[src/rtl/tcc_pkg.sv]
// Package for the 16-bit timer capture and compare units.
// Assumes an APB slave with 32-bit data, one register per aligned word.
package tcc_pkg;

	// ------------------------------------------------------------------
	// Register byte offsets
	// ------------------------------------------------------------------
	localparam logic [7:0] TCC_CTRL_OFS = 8'h00;
	localparam logic [7:0] TCC_FLAG_OFS = 8'h04;
	localparam logic [7:0] TCC_FORCE_OFS = 8'h08;
	localparam logic [7:0] TCC_CNT_LO_OFS = 8'h0C;
	localparam logic [7:0] TCC_CNT_HI_OFS = 8'h10;
	localparam logic [7:0] TCC_CAP_LO_OFS = 8'h14;
	localparam logic [7:0] TCC_CAP_HI_OFS = 8'h18;
	localparam logic [7:0] TCC_CMPA_LO_OFS = 8'h1C;
	localparam logic [7:0] TCC_CMPA_HI_OFS = 8'h20;
	localparam logic [7:0] TCC_CMPB_LO_OFS = 8'h24;
	localparam logic [7:0] TCC_CMPB_HI_OFS = 8'h28;

	// ------------------------------------------------------------------
	// Control register fields
	// ------------------------------------------------------------------
	localparam int TCC_WGM_LSB = 0;
	localparam int TCC_FILT_BIT = 4;
	localparam int TCC_EDGE_BIT = 5;
	localparam int TCC_ACMP_BIT = 6;
	localparam int TCC_CAPIE_BIT = 7;
	localparam int TCC_CMPIE_LSB = 8;
	localparam int TCC_COM_LSB = 10;
	localparam int TCC_CTRL_W = 14;
	localparam logic [13:0] TCC_CTRL_RST = 14'h0000;

	// Flag register bits
	localparam int TCC_CAPF_BIT = 0;
	localparam int TCC_CMPF_LSB = 1;

	// ------------------------------------------------------------------
	// Waveform modes of interest
	// ------------------------------------------------------------------
	localparam logic [3:0] TCC_MODE_NORMAL = 4'h0;
	localparam logic [3:0] TCC_MODE_CTC_CMP = 4'h4;
	localparam logic [3:0] TCC_MODE_CTC_CAP = 4'hC;
	localparam logic [3:0] TCC_MODE_RSVD = 4'hD;

	// Compare output actions in non-PWM modes
	localparam logic [1:0] TCC_COM_NONE = 2'h0;
	localparam logic [1:0] TCC_COM_TOGGLE = 2'h1;
	localparam logic [1:0] TCC_COM_CLEAR = 2'h2;
	localparam logic [1:0] TCC_COM_SET = 2'h3;

	// Noise filter depth in samples
	localparam int TCC_FILT_DEPTH = 4;

endpackage : tcc_pkg

[src/rtl/tcc_filter.sv]
// Input conditioning for the capture trigger: pin synchroniser plus
// optional majority-free noise filter. Assumes i_raw is asynchronous.
`timescale 1ns/100ps
module tcc_filter
	import tcc_pkg::*;
(
	input wire logic i_clk, // system clock
	input wire logic i_srst, // synchronous reset
	input wire logic i_raw, // asynchronous trigger level
	input wire logic i_enable, // noise filter enable
	output logic o_level // conditioned level
);

	logic [2:0] sync_reg;
	logic stable_reg;
	logic [TCC_FILT_DEPTH-2:0] hist_reg;
	logic filt_reg;

	// ------------------------------------------------------------------
	// Three-stage synchroniser, change taken when stages two and three agree
	// ------------------------------------------------------------------
	always_ff @(posedge i_clk)
	begin
		if (i_srst)
			sync_reg <= 3'h0;
		else
			sync_reg <= {sync_reg[1:0], i_raw};
	end

	always_ff @(posedge i_clk)
	begin
		if (i_srst)
			stable_reg <= 1'b0;
		else if (sync_reg[1] == sync_reg[2])
			stable_reg <= sync_reg[2];
	end

	// ------------------------------------------------------------------
	// Filter runs on the undivided clock, no prescaler involvement
	// ------------------------------------------------------------------
	always_ff @(posedge i_clk)
	begin
		if (i_srst)
			hist_reg <= '0;
		else
			hist_reg <= {hist_reg[TCC_FILT_DEPTH-3:0], stable_reg};
	end

	always_ff @(posedge i_clk)
	begin
		if (i_srst)
			filt_reg <= 1'b0;
		// Three held samples and the newest one make four
		else if (&{hist_reg, stable_reg} || ~|{hist_reg, stable_reg})
			filt_reg <= stable_reg;
	end

	assign o_level = i_enable ? filt_reg : stable_reg;

endmodule : tcc_filter

[src/rtl/tcc_compare.sv]
// One compare channel: compare register, its buffer, flag and output
// state. Assumes i_tick is the one-cycle timer clock enable.
`timescale 1ns/100ps
module tcc_compare
	import tcc_pkg::*;
(
	input wire logic i_clk, // system clock
	input wire logic i_srst, // synchronous reset
	input wire logic i_tick, // timer clock enable
	input wire logic [15:0] i_counter_value, // counter value
	input wire logic i_buffered, // double buffering active
	input wire logic i_pwm, // any PWM mode
	input wire logic i_update, // buffer to compare transfer point
	input wire logic i_block, // match blocked by counter write
	input wire logic i_wr, // 16-bit write strobe
	input wire logic [15:0] i_wdata, // 16-bit write value
	input wire logic i_force, // force compare strobe
	input wire logic [1:0] i_com, // compare output mode
	input wire logic i_clr, // flag clear strobe
	output logic [15:0] o_cpu_view, // value seen by reads
	output logic [15:0] o_compare, // active compare value
	output logic o_match, // match event pulse
	output logic o_flag, // compare flag
	output logic o_state // compare output state
);

	logic [15:0] cmp_reg;
	logic [15:0] buf_reg;
	logic hit;

	assign hit = i_tick && !i_block && (i_counter_value == cmp_reg);
	assign o_match = hit;
	assign o_compare = cmp_reg;
	assign o_cpu_view = i_buffered ? buf_reg : cmp_reg;

	always_ff @(posedge i_clk)
	begin
		if (i_srst)
			buf_reg <= 16'h0000;
		else if (i_wr)
			buf_reg <= i_wdata;
	end

	always_ff @(posedge i_clk)
	begin
		if (i_srst)
			cmp_reg <= 16'h0000;
		else if (i_wr && !i_buffered)
			cmp_reg <= i_wdata;
		else if (i_buffered && i_update)
			cmp_reg <= buf_reg;
	end

	// Set beats clear when both land in one cycle
	always_ff @(posedge i_clk)
	begin
		if (i_srst)
			o_flag <= 1'b0;
		else if (hit)
			o_flag <= 1'b1;
		else if (i_clr)
			o_flag <= 1'b0;
	end

	// Kept across mode changes; PWM waveforms belong to the generator
	always_ff @(posedge i_clk)
	begin
		if (i_srst)
			o_state <= 1'b0;
		else if ((hit || (i_force && !i_pwm)) && !i_pwm)
		begin
			case (i_com)
				TCC_COM_TOGGLE: o_state <= ~o_state;
				TCC_COM_CLEAR: o_state <= 1'b0;
				TCC_COM_SET: o_state <= 1'b1;
				default: o_state <= o_state;
			endcase
		end
	end

endmodule : tcc_compare

[src/rtl/tcc_top.sv]
// Capture and compare units of a 16-bit timer, reached over APB.
// Assumes the counter, prescaler and waveform generator sit outside;
// they supply the count, timer tick and TOP/BOTTOM strobes.
//
// Contract
// - A qualified trigger edge copies the 16-bit counter into capture.
// - Capture flag sets in the same cycle the counter is copied.
// - Capture flag requests irq when enabled; clears on ack or write-one.
// - Capture low read loads temp with high byte; high read returns temp.
// - Capture writable only in TOP modes; high byte written before low.
// - Control bit picks comparator as trigger; switching may capture.
// - Filter output changes only after four equal consecutive samples.
// - Filter adds four system cycles, runs on undivided clock.
// - Edge detector active except in capture-TOP modes; filter always runs.
// - New capture overwrites capture register even if unread.
// - Software driving the pin's port level can trigger a capture.
// - Compare flag requests irq when enabled; clears on ack or write-one.
// - Compare double buffered in twelve PWM modes, updated at TOP/BOTTOM.
// - CPU reaches buffer when buffered, else compare; reads skip temp.
// - High write loads temp; low write moves temp into upper byte.
// - Force in non-PWM acts like a match, no flag, no counter action.
// - Any counter write blocks matches in the next timer tick.
// - Compare output state survives waveform mode changes.
// - Compare output mode bits act immediately, unbuffered.
// - Compare output mode zero leaves the state unchanged on match.
`timescale 1ns/100ps
module tcc_top
	import tcc_pkg::*;
(
	input wire logic i_clk, // system clock, 200 MHz
	input wire logic i_srst, // synchronous reset, active high
	input wire logic i_psel, // APB select
	input wire logic i_penable, // APB enable
	input wire logic i_pwrite, // APB direction
	input wire logic [7:0] i_paddr, // APB byte address
	input wire logic [31:0] i_pwdata, // APB write data
	output logic [31:0] o_prdata, // APB read data
	output logic o_pready, // APB ready
	output logic o_pslverr, // APB error, unmapped address
	input wire logic i_capture_pin, // capture pin level, asynchronous
	input wire logic i_comparator_output, // comparator level, asynchronous
	input wire logic i_timer_tick, // one-cycle timer clock enable
	input wire logic [15:0] i_counter_value, // running counter value
	input wire logic i_counter_top, // counter at TOP this cycle
	input wire logic i_counter_bottom, // counter at BOTTOM this cycle
	input wire logic i_capture_irq_ack, // capture irq executed pulse
	input wire logic [1:0] i_compare_irq_ack, // compare irq executed pulses
	output logic o_counter_load, // counter write pulse
	output logic [15:0] o_counter_load_value, // counter write value
	output logic [3:0] o_waveform_mode_select, // waveform mode to counter
	output logic [15:0] o_capture_register, // capture value, TOP source
	output logic [15:0] o_compare_a_value, // active compare A value
	output logic [1:0] o_compare_match, // match event pulses
	output logic [1:0] o_compare_output_state, // compare output states
	output logic o_capture_irq, // capture interrupt request
	output logic [1:0] o_compare_irq // compare interrupt requests
);

	import tcc_pkg::*;

	// ------------------------------------------------------------------
	// Declarations
	// ------------------------------------------------------------------
	logic [TCC_CTRL_W-1:0] ctrl_reg;
	logic [7:0] temp_reg;
	logic [15:0] capture_reg;
	logic capture_flag_reg;
	logic edge_prev_reg;
	logic block_reg;
	logic load_reg;
	logic [15:0] load_value_reg;

	logic wr_access;
	logic rd_access;
	logic [7:0] wbyte;
	logic [3:0] mode;
	logic cap_is_top;
	logic pwm_mode;
	logic bottom_update;
	logic update_point;

	logic trig_raw;
	logic trig_level;
	logic trig_edge;

	logic addr_ok;
	logic hi_wr;
	logic cnt_lo_wr;
	logic cap_lo_wr;
	logic flag_wr;
	logic force_wr;

	logic [1:0] cmp_wr;
	logic [1:0] cmp_force;
	logic [1:0] cmp_clr;
	logic [15:0] cmp_view [2];
	logic [15:0] cmp_active [2];
	logic [1:0] cmp_flag;

	logic [31:0] rdata_next;

	// ------------------------------------------------------------------
	// Mode decode
	// ------------------------------------------------------------------
	assign mode = ctrl_reg[TCC_WGM_LSB +: 4];
	assign o_waveform_mode_select = mode;

	// Capture as TOP in modes 8, 10, 12 and 14
	assign cap_is_top = mode[3] && !mode[0];

	// Every mode except normal, both clear-on-match modes and the reserved one
	assign pwm_mode = (mode != TCC_MODE_NORMAL) && (mode != TCC_MODE_CTC_CMP)
		&& (mode != TCC_MODE_CTC_CAP) && (mode != TCC_MODE_RSVD);

	// Phase and frequency correct modes reload at BOTTOM, the others at TOP
	assign bottom_update = (mode[3:1] == 3'b100);
	assign update_point = i_timer_tick
		&& (bottom_update ? i_counter_bottom : i_counter_top);

	// ------------------------------------------------------------------
	// APB decode
	// ------------------------------------------------------------------
	assign wr_access = i_psel && i_penable && i_pwrite;
	assign rd_access = i_psel && i_penable && !i_pwrite;
	assign wbyte = i_pwdata[7:0];
	// Zero wait states on every access
	assign o_pready = 1'b1;

	// One strobe shared by the four high bytes, one per other written location
	assign hi_wr = wr_access && (i_paddr == TCC_CNT_HI_OFS
		|| i_paddr == TCC_CAP_HI_OFS
		|| i_paddr == TCC_CMPA_HI_OFS
		|| i_paddr == TCC_CMPB_HI_OFS);
	assign cnt_lo_wr = wr_access && i_paddr == TCC_CNT_LO_OFS;
	assign cap_lo_wr = wr_access && i_paddr == TCC_CAP_LO_OFS;
	assign flag_wr = wr_access && i_paddr == TCC_FLAG_OFS;
	assign force_wr = wr_access && i_paddr == TCC_FORCE_OFS;

	always_comb
	begin
		case (i_paddr)
			TCC_CTRL_OFS, TCC_FLAG_OFS, TCC_FORCE_OFS,
			TCC_CNT_LO_OFS, TCC_CNT_HI_OFS,
			TCC_CAP_LO_OFS, TCC_CAP_HI_OFS,
			TCC_CMPA_LO_OFS, TCC_CMPA_HI_OFS,
			TCC_CMPB_LO_OFS, TCC_CMPB_HI_OFS: addr_ok = 1'b1;
			default: addr_ok = 1'b0;
		endcase
	end

	// Unmapped offsets answer with an error
	assign o_pslverr = i_psel && i_penable && !addr_ok;

	// ------------------------------------------------------------------
	// Control register
	// ------------------------------------------------------------------
	always_ff @(posedge i_clk)
	begin
		if (i_srst)
			ctrl_reg <= TCC_CTRL_RST;
		else if (wr_access && i_paddr == TCC_CTRL_OFS)
			ctrl_reg <= i_pwdata[TCC_CTRL_W-1:0];
	end

	// ------------------------------------------------------------------
	// Shared high-byte temporary register
	// ------------------------------------------------------------------
	// One temp serves all 16-bit registers, so an interrupting access
	// between the two halves corrupts the outer one.
	always_ff @(posedge i_clk)
	begin
		if (i_srst)
			temp_reg <= 8'h00;
		else if (hi_wr)
			temp_reg <= wbyte;
		else if (rd_access && i_paddr == TCC_CAP_LO_OFS)
			temp_reg <= capture_reg[15:8];
		else if (rd_access && i_paddr == TCC_CNT_LO_OFS)
			temp_reg <= i_counter_value[15:8];
	end

	// ------------------------------------------------------------------
	// Counter write and match blocking
	// ------------------------------------------------------------------
	always_ff @(posedge i_clk)
	begin
		if (i_srst)
			load_reg <= 1'b0;
		else
			load_reg <= cnt_lo_wr;
	end

	always_ff @(posedge i_clk)
	begin
		if (i_srst)
			load_value_reg <= 16'h0000;
		else if (cnt_lo_wr)
			load_value_reg <= {temp_reg, wbyte};
	end

	assign o_counter_load = load_reg;
	assign o_counter_load_value = load_value_reg;

	// Held across a stopped timer until the next tick consumes it
	always_ff @(posedge i_clk)
	begin
		if (i_srst)
			block_reg <= 1'b0;
		else if (cnt_lo_wr)
			block_reg <= 1'b1;
		else if (i_timer_tick)
			block_reg <= 1'b0;
	end

	// ------------------------------------------------------------------
	// Capture trigger path
	// ------------------------------------------------------------------
	// The pad level already includes any port drive from software,
	// so a port toggle reaches this path like an external edge.
	assign trig_raw = ctrl_reg[TCC_ACMP_BIT] ? i_comparator_output
		: i_capture_pin;

	tcc_filter u_filter (
		.i_clk(i_clk),
		.i_srst(i_srst),
		.i_raw(trig_raw),
		.i_enable(ctrl_reg[TCC_FILT_BIT]),
		.o_level(trig_level)
	);

	// Resets low like an idle input: no edge at release
	always_ff @(posedge i_clk)
	begin
		if (i_srst)
			edge_prev_reg <= 1'b0;
		else
			edge_prev_reg <= trig_level;
	end

	// Held off while capture sets TOP
	assign trig_edge = !cap_is_top && (ctrl_reg[TCC_EDGE_BIT]
		? (trig_level && !edge_prev_reg)
		: (!trig_level && edge_prev_reg));

	// ------------------------------------------------------------------
	// Capture register and flag
	// ------------------------------------------------------------------
	always_ff @(posedge i_clk)
	begin
		if (i_srst)
			capture_reg <= 16'h0000;
		else if (trig_edge)
			capture_reg <= i_counter_value;
		// A capture beats a same-cycle CPU write
		else if (cap_lo_wr && cap_is_top)
			capture_reg <= {temp_reg, wbyte};
	end

	assign o_capture_register = capture_reg;

	// Set beats a clear arriving in the same cycle
	always_ff @(posedge i_clk)
	begin
		if (i_srst)
			capture_flag_reg <= 1'b0;
		else if (trig_edge)
			capture_flag_reg <= 1'b1;
		else if (i_capture_irq_ack
			|| (flag_wr && i_pwdata[TCC_CAPF_BIT]))
			capture_flag_reg <= 1'b0;
	end

	assign o_capture_irq = capture_flag_reg
		&& ctrl_reg[TCC_CAPIE_BIT];

	// ------------------------------------------------------------------
	// Compare channels
	// ------------------------------------------------------------------
	assign cmp_wr[0] = wr_access && i_paddr == TCC_CMPA_LO_OFS;
	assign cmp_wr[1] = wr_access && i_paddr == TCC_CMPB_LO_OFS;

	generate
		for (genvar ch = 0; ch < 2; ch++)
		begin : g_ch
			assign cmp_force[ch] = force_wr && i_pwdata[ch];
			assign cmp_clr[ch] = i_compare_irq_ack[ch] || (flag_wr
				&& i_pwdata[TCC_CMPF_LSB + ch]);
			assign o_compare_irq[ch] = cmp_flag[ch]
				&& ctrl_reg[TCC_CMPIE_LSB + ch];

			tcc_compare u_cmp (
				.i_clk(i_clk),
				.i_srst(i_srst),
				.i_tick(i_timer_tick),
				.i_counter_value(i_counter_value),
				.i_buffered(pwm_mode),
				.i_pwm(pwm_mode),
				.i_update(update_point),
				.i_block(block_reg),
				.i_wr(cmp_wr[ch]),
				.i_wdata({temp_reg, wbyte}),
				.i_force(cmp_force[ch]),
				.i_com(ctrl_reg[TCC_COM_LSB + 2*ch +: 2]),
				.i_clr(cmp_clr[ch]),
				.o_cpu_view(cmp_view[ch]),
				.o_compare(cmp_active[ch]),
				.o_match(o_compare_match[ch]),
				.o_flag(cmp_flag[ch]),
				.o_state(o_compare_output_state[ch])
			);
		end
	endgenerate

	assign o_compare_a_value = cmp_active[0];

	// ------------------------------------------------------------------
	// Read data
	// ------------------------------------------------------------------
	always_comb
	begin
		rdata_next = 32'h0000_0000;
		case (i_paddr)
			TCC_CTRL_OFS: rdata_next[TCC_CTRL_W-1:0] = ctrl_reg;
			TCC_FLAG_OFS: rdata_next[2:0] = {cmp_flag, capture_flag_reg};
			TCC_CNT_LO_OFS: rdata_next[7:0] = i_counter_value[7:0];
			TCC_CNT_HI_OFS: rdata_next[7:0] = temp_reg;
			TCC_CAP_LO_OFS: rdata_next[7:0] = capture_reg[7:0];
			TCC_CAP_HI_OFS: rdata_next[7:0] = temp_reg;
			TCC_CMPA_LO_OFS: rdata_next[7:0] = cmp_view[0][7:0];
			TCC_CMPA_HI_OFS: rdata_next[7:0] = cmp_view[0][15:8];
			TCC_CMPB_LO_OFS: rdata_next[7:0] = cmp_view[1][7:0];
			TCC_CMPB_HI_OFS: rdata_next[7:0] = cmp_view[1][15:8];
			default: rdata_next = 32'h0000_0000;
		endcase
	end

	// Zero outside a read's access phase
	assign o_prdata = rd_access ? rdata_next : 32'h0000_0000;

endmodule : tcc_top

[config.mk]
export PLATFORM = sky130hd
export DESIGN_NAME = tcc_top
export DESIGN_NICKNAME = d
export VERILOG_FILES = /design/src/rtl/tcc_pkg.sv /design/src/rtl/tcc_filter.sv /design/src/rtl/tcc_compare.sv /design/src/rtl/tcc_top.sv
export SDC_FILE = /design/constraint.sdc
export NUM_CORES = 1
export LEC_CHECK = 0
export CAP_MARGIN = 0
export CORE_MARGIN = 2
export CORE_UTILIZATION = 53
export CTS_CLUSTER_SIZE = 24
export DETAILED_ROUTE_END_ITERATION = 12
export DONT_BUFFER_PORTS = 1
export PLACE_DENSITY = 0.71
export SLEW_MARGIN = 20
export SYNTH_ARGS = -nofsm -noshare
export SYNTH_HDL_FRONTEND = slang
export SYNTH_SLANG_ARGS = --single-unit
export TNS_END_PERCENT = 10
[constraint.sdc]
create_clock -name i_clk -period 5.3 [get_ports i_clk]
set_clock_uncertainty 0.05 [all_clocks]
set_input_delay 0 -clock i_clk [delete_from_list [all_inputs] [get_ports i_clk]]
set_output_delay 0 -clock i_clk [all_outputs]
set_load 0.005 [all_outputs]
== After elaboration in Yosys (flattened, before gate mapping) ==
Index checks and enable logic that the tools add are counted.

* Bits in registers: 134
* Output and inout bits: 94
* Logic and storage cells: 152

* Eq/ne operators: 23
* Muxes and demuxes: 30
* Bitwise logic cells: 2
* Reduce and logical (&&, ||, !) cells: 77

{| class="wikitable"
|+ Operator list
! cell !! number
|-
| $mux W16 || 8
|-
| $logic_and A1 B1 Y1 || 41
|-
| $pmux W5 S8 || 1
|-
| $eq A16 B16 Y1 || 2
|-
| $eq A8 B5 Y1 const B || 4
|-
| $pmux W3 S9 || 1
|-
| $eq A8 B6 Y1 const B || 3
|-
| $mux W8 || 3
|-
| $eq A8 B4 Y1 const B || 2
|-
| $mux W14 || 1
|-
| $reduce_bool A2 Y1 || 7
|-
| $mux W1 || 13
|-
| $reduce_or A11 Y1 || 1
|-
| $logic_not A1 Y1 || 9
|-
| $logic_or A1 B1 Y1 || 9
|-
| $reduce_bool A3 Y1 || 3
|-
| $eq A2 B2 Y1 const B || 4
|-
| $eq A8 B3 Y1 const B || 1
|-
| $logic_not A8 Y1 || 1
|-
| $ne A4 B4 Y1 const B || 2
|-
| $mux W6 || 1
|-
| $pmux W1 S3 || 2
|-
| $eq A2 B1 Y1 const B || 2
|-
| $ne A4 B3 Y1 const B || 1
|-
| 8 further kinds || 10
|}

== Depth between registers and ports, before layout ==
* Depth in word-level cells: 9
* Gate-level depth with buffers: 9
* Depth with buffers taken out: 5

== By module ==
A second synthesis with hierarchy kept.

* Cells, all modules: 879
* Area total of the unflattened synthesis: 7868.8 sq um

{| class="wikitable"
|+ Modules (own cells, without submodules)
! module !! times used !! cells each !! area an instance (sq um)
|-
| tcc_top || 1 || 496 || 3809.9
|-
| tcc_compare || 2 || 181 || 1904.3
|-
| tcc_filter || 1 || 21 || 250.2
|}

== Worst setup path after synthesis ==
OpenSTA, ideal clock, no wires.

* Path type: reg-to-reg
* Start: register ctrl_reg[1]
* End: register g_ch[0].u_cmp.cmp_reg[9]
* Setup time: 133 ps
* Arrival: 1864 ps
* Slack: 3254 ps
* Cell stages (with the launch flop): 9
* Buffers on the path: 3
* Cells stage by stage: dfxtp_1 > clkbuf_1 > inv_1 > nand3_1 > clkbuf_1 > clkbuf_1 > nor2_1 > a22oi_1 > a21oi_1

* Longest elaborated chain between the ends: 7
* Elaborated cells between the ends (all ways): 15
* Classes of those cells: eq/ne (4); mux (2); reduce/logical (9)

{| class="wikitable"
|+ RTL lines
! item !! line !! source
|-
| from (decl) || tcc_top.sv:64 || <nowiki>logic [TCC_CTRL_W-1:0] ctrl_reg;</nowiki>
|-
| from (signal assigned) || tcc_top.sv:162 || <nowiki>ctrl_reg <= i_pwdata[TCC_CTRL_W-1:0];</nowiki>
|-
| $ne A4 B3 Y1 / $reduce_bool A4 Y1 (equally long branches) || tcc_top.sv:112 || <nowiki>assign pwm_mode = (mode != TCC_MODE_NORMAL) && (mode != TCC_MODE_CTC_CMP)</nowiki>
|-
| $logic_and A1 B1 Y1 || tcc_top.sv:112 ||
|-
| $logic_and A1 B1 Y1 (2 in a row) || tcc_top.sv:113 || <nowiki>&& (mode != TCC_MODE_CTC_CAP) && (mode != TCC_MODE_RSVD);</nowiki>
|-
| $logic_not A1 Y1 || tcc_compare.sv:48 || <nowiki>else if (i_wr && !i_buffered)</nowiki>
|-
| $logic_and A1 B1 Y1 || tcc_compare.sv:48 ||
|-
| $mux W16 / $reduce_bool A2 Y1 (equally long branches) || n/a ||
|-
| to (signal assigned) || tcc_compare.sv:49 || <nowiki>cmp_reg <= i_wdata;</nowiki>
|-
| to (signal assigned) || tcc_compare.sv:51 || <nowiki>cmp_reg <= buf_reg;</nowiki>
|-
| to (decl) || tcc_compare.sv:27 || <nowiki>logic [15:0] cmp_reg;</nowiki>
|}

Several ways; a longest one is shown, not always the timed one.
A chain may end at the register's enable or synchronous reset.

== Final worst setup path ==
* Start: register ctrl_reg[3]
* End: output port o_prdata[4]

* Longest elaborated chain between the ends: 7
* Elaborated cells between the ends (all ways): 11
* Classes of those cells: eq/ne (3); mux (4); reduce/logical (4)

{| class="wikitable"
|+ RTL lines
! item !! line !! source
|-
| $ne A4 B3 Y1 / $reduce_bool A4 Y1 (equally long branches) || tcc_top.sv:112 ||
|-
| $logic_and A1 B1 Y1 || tcc_top.sv:112 ||
|-
| $logic_and A1 B1 Y1 || tcc_top.sv:113 ||
|-
| $logic_and A1 B1 Y1 * || tcc_top.sv:113 ||
|-
| $mux W16 || tcc_compare.sv:34 || <nowiki>assign o_cpu_view = i_buffered ? buf_reg : cmp_reg;</nowiki>
|-
| $pmux W5 S8 * || tcc_top.sv:322 || <nowiki>case (i_paddr)</nowiki>
|-
| $mux W14 * || tcc_top.sv:338 || <nowiki>assign o_prdata = rd_access ? rdata_next : 32'h0000_0000;</nowiki>
|-
| to (decl) || tcc_top.sv:37 || <nowiki>output logic [31:0] o_prdata,</nowiki>
|}

Every way passes the cells marked *; elsewhere a longest branch is shown, timed or not.

==> summary.md <==
| Metric | Value |
|---|---|
| Total grt overflow | 0 |
| Comb pwr share | 0.053 |
| Asr flop ratio synth | 0 |
| Max VDD drop | 0.000216 V |
| Die Height | 122 microns |
| Filler cell count | 1246 |
| Clk slew on worst S/H paths | 0.06 ns |
| Top cells by count, synth | nand2_1 (154), dfxtp_1 (134), a21oi_1 (91) |
| Core Area | 13800 sq um |
| Clock power share | 0.499 |
| Cells after Synth | 910 |
| Ports | 163 |
| Worst path max stage delay | 0.54 ns |
| Min Tclk post-route | 2.81 ns |
| First-pass GRT wire length | 38900 microns |
| TritonCTS clock tree | built |
| Worst-path fanout max | 13 |
| Leakage power | 2.81 nW |
| Pwr per Cell Area | 277 nW/um^2 |
| IO buf count | 0 |
| Post-route worst setup slack | 2.49 ns |
| Layout cells sized above 1 | 0.0939 |
| Synth Area per Inst | 8.15 sq um |
| Total CTS buffers | 17 |
| Share of the synthesized area in the top cell type | 0.362 |
| Synthesized flop and latch total | 134 |
| Clock root buffer | clkbuf_16 |
| Antenna-violating nets left | 0 |
| Drt total wl | 26200 microns |
| Reg power frac | 0.448 |
| Maxcap violations | 0 |
| Setup_tns | 0 ns |
| Dominant synthesized flop cell | dfxtp_1 |
| Antenna violations before repair | 3 |
| Hold Vio Cnt, Final | 0 |
| H-Tree Depth | 4 |
| Drt drc | 0 |
| Crit path DAT | 2.76 ns |
| DRT Pass-1 Iters | 7 |
| Fmax | 0.355 GHz |
| CTS Sinks | 134 |
| Worst slew pin tran | 1.08 ns |
| Status | complete, no violations |
| All-Layer GR Usage | 0.351 |
| Routability cong. | 1.03 |
| Area grow syn2layout | 9.58% |
| Iter 0 DRT Violations | 1080 |
| Critical Path RT | 5.25 ns |
| Hold Slack | 0.0430 ns |
| Hold Crit Class | input pin to primary output |
| Place WS | 2.64 ns |
| Slew headroom | 0.273 |
| FP Rows | 43 |
| Storage cell area | 2680 sq um |
| Routed len/inst | 24.4 microns |
| Largest area contributor in the netlist | dfxtp_1 |
| Crit start category | flop |
| Sequential area share after synthesis | 0.362 |
| CP Cell Sequence | nor2b_1 > nor3_4 > buf_4 > mux2_2 > a22oi_1 > a31oi_1 |
| Number of global-route vias before repair | 6454 |
| Multi-input logic area | 4090 sq um |
| Area contributors post-synth | dfxtp_1 (36%), nand2_1 (7.8%), a21oi_1 (6.1%) |
| CP delay by family, top | simple AND/OR/NAND/NOR gates |
| Sw Pwr | 585 uW |
| CP max stage cell | dfxtp_1 |
| DR vias | 7019 |
| Die X-Extent | 122 microns |
| Largest net degree at the start of global routing | 137 |
| Clk_lat worst skew | 0.43 ns |
| Pins Over Slew Limit | 0 |
| Setup violators final | 0 |
| Int Pwr | 1.67 mW |
| Critical path buffers and inverters | 1 |
| Netlist Area Pre-Place | 7420 sq um |
| YS warnings | 0 |
| Synth unique cells | 64 |
| RSZ-0062 raised after global routing | false |
| Period utilisation layout | 0.531 |
| Max clock buf depth | 2 |
| Die ar. | 15000 sq um |
| Via density | 6.52 |
| CP Capture Type | primary output |
| Initial cell density of the core | 0.539 |
| Most common cell in the netlist | nand2_1 |
| Critical path type | flop to primary output |
| Post-synth EDFFs | 0 |
| Sw frac | 0.260 |
| Final net count | 951 |
| Detailed placement HPWL | 16700 microns |
==> worst reg2reg max path: stages (launching register included) <==
cell      delay, ns
dfxtp_1        0.54
nor3b_1        0.36
mux2i_1        0.54
nand3b_1       0.43
buf_4          0.36
nand2_1        0.11
a311oi_1       0.30
==> repair_timing <==
action,in CTS,in global routing
gates resized for setup,0,0
endpoints found under the hold margin,134,0
hold buffers,46,0
buffers inserted,0,0
==> final cells by class <==
type	instances	share of cell area
clock buffers	17	0.0523
diodes	1	0.000308
flip-flops and latches	134	0.330
multi-input cells	669	0.502
clock inverters	15	0.0165
inverters	2	0.000923
repair buffers	58	0.0699
well taps	180	0.0277
==> final timing paths <==
| path | start | end | slack (ns) | depth (start not counted) |
|---|---|---|---|---|
| worst max-delay path | ctrl_reg[3] | o_prdata[4] | 2.49 | 6 |
| worst min-delay path | i_penable | o_pslverr | 0.04 | 2 |
| worst max register to register | ctrl_reg[3] | g_ch[1].u_cmp.o_compare[8] | 2.50 | 6 |
| worst min register to register | u_filter.sync_reg[0] | u_filter.sync_reg[1] | 0.39 | 1 |
==> placed cells by master, fill, tap and decap left out, types with 19 or more instances in the layout <==
cell type,netlist,layout
conb_1,2,19
dlygate4sd3_1,0,45
nand2_1,154,154
nor2_1,59,59
nand3_1,34,34
xnor2_1,32,32
a22oi_1,31,31
dfxtp_1,134,134
a21oi_1,91,91
mux2i_1,34,34
==> stage by stage <==
step	utilization	power (mW)	instance area, sq um	std cells
after global routing	0.590	2.30	8130	1075
after floorplan	-	1.11	7480	927
after detailed placement	0.515	1.09	7090	997
after global placement	0.515	1.08	7090	997
after CTS	0.590	2.26	8130	1075
final	0.590	2.25	8130	1076
==> cell families after synthesis <==
logic type / after synthesis / share of synthesized area
AO/OA/AOI/OAI: 221 / 0.203
buffers and inverters: 124 / 0.0973
AND/OR/NAND/NOR: 350 / 0.232
multiplexers: 47 / 0.0671
flip-flops: 134 / 0.362
other: 2 / 0.00101
XOR/XNOR: 32 / 0.0378
==> layer usage <==
layer,track usage,part of all wire,up-vias
li1,-,-,3134
met1,0.452,0.38,3309
met2,0.517,0.43,478
met3,0.122,0.14,96
met4,0.185,0.054,2
met5,0,0.00050,-
==> power groups by stage <==
stage	Clock (mW)	Combinational, mW	Sequential (mW)
after detailed placement	0	0.0527	1.03
after floorplan	0	0.0817	1.03
after global placement	0	0.0524	1.03
after global routing	1.17	0.124	1.01
final	1.12	0.119	1.01
after CTS	1.13	0.114	1.01
Power figures use the tool's default switching activity.
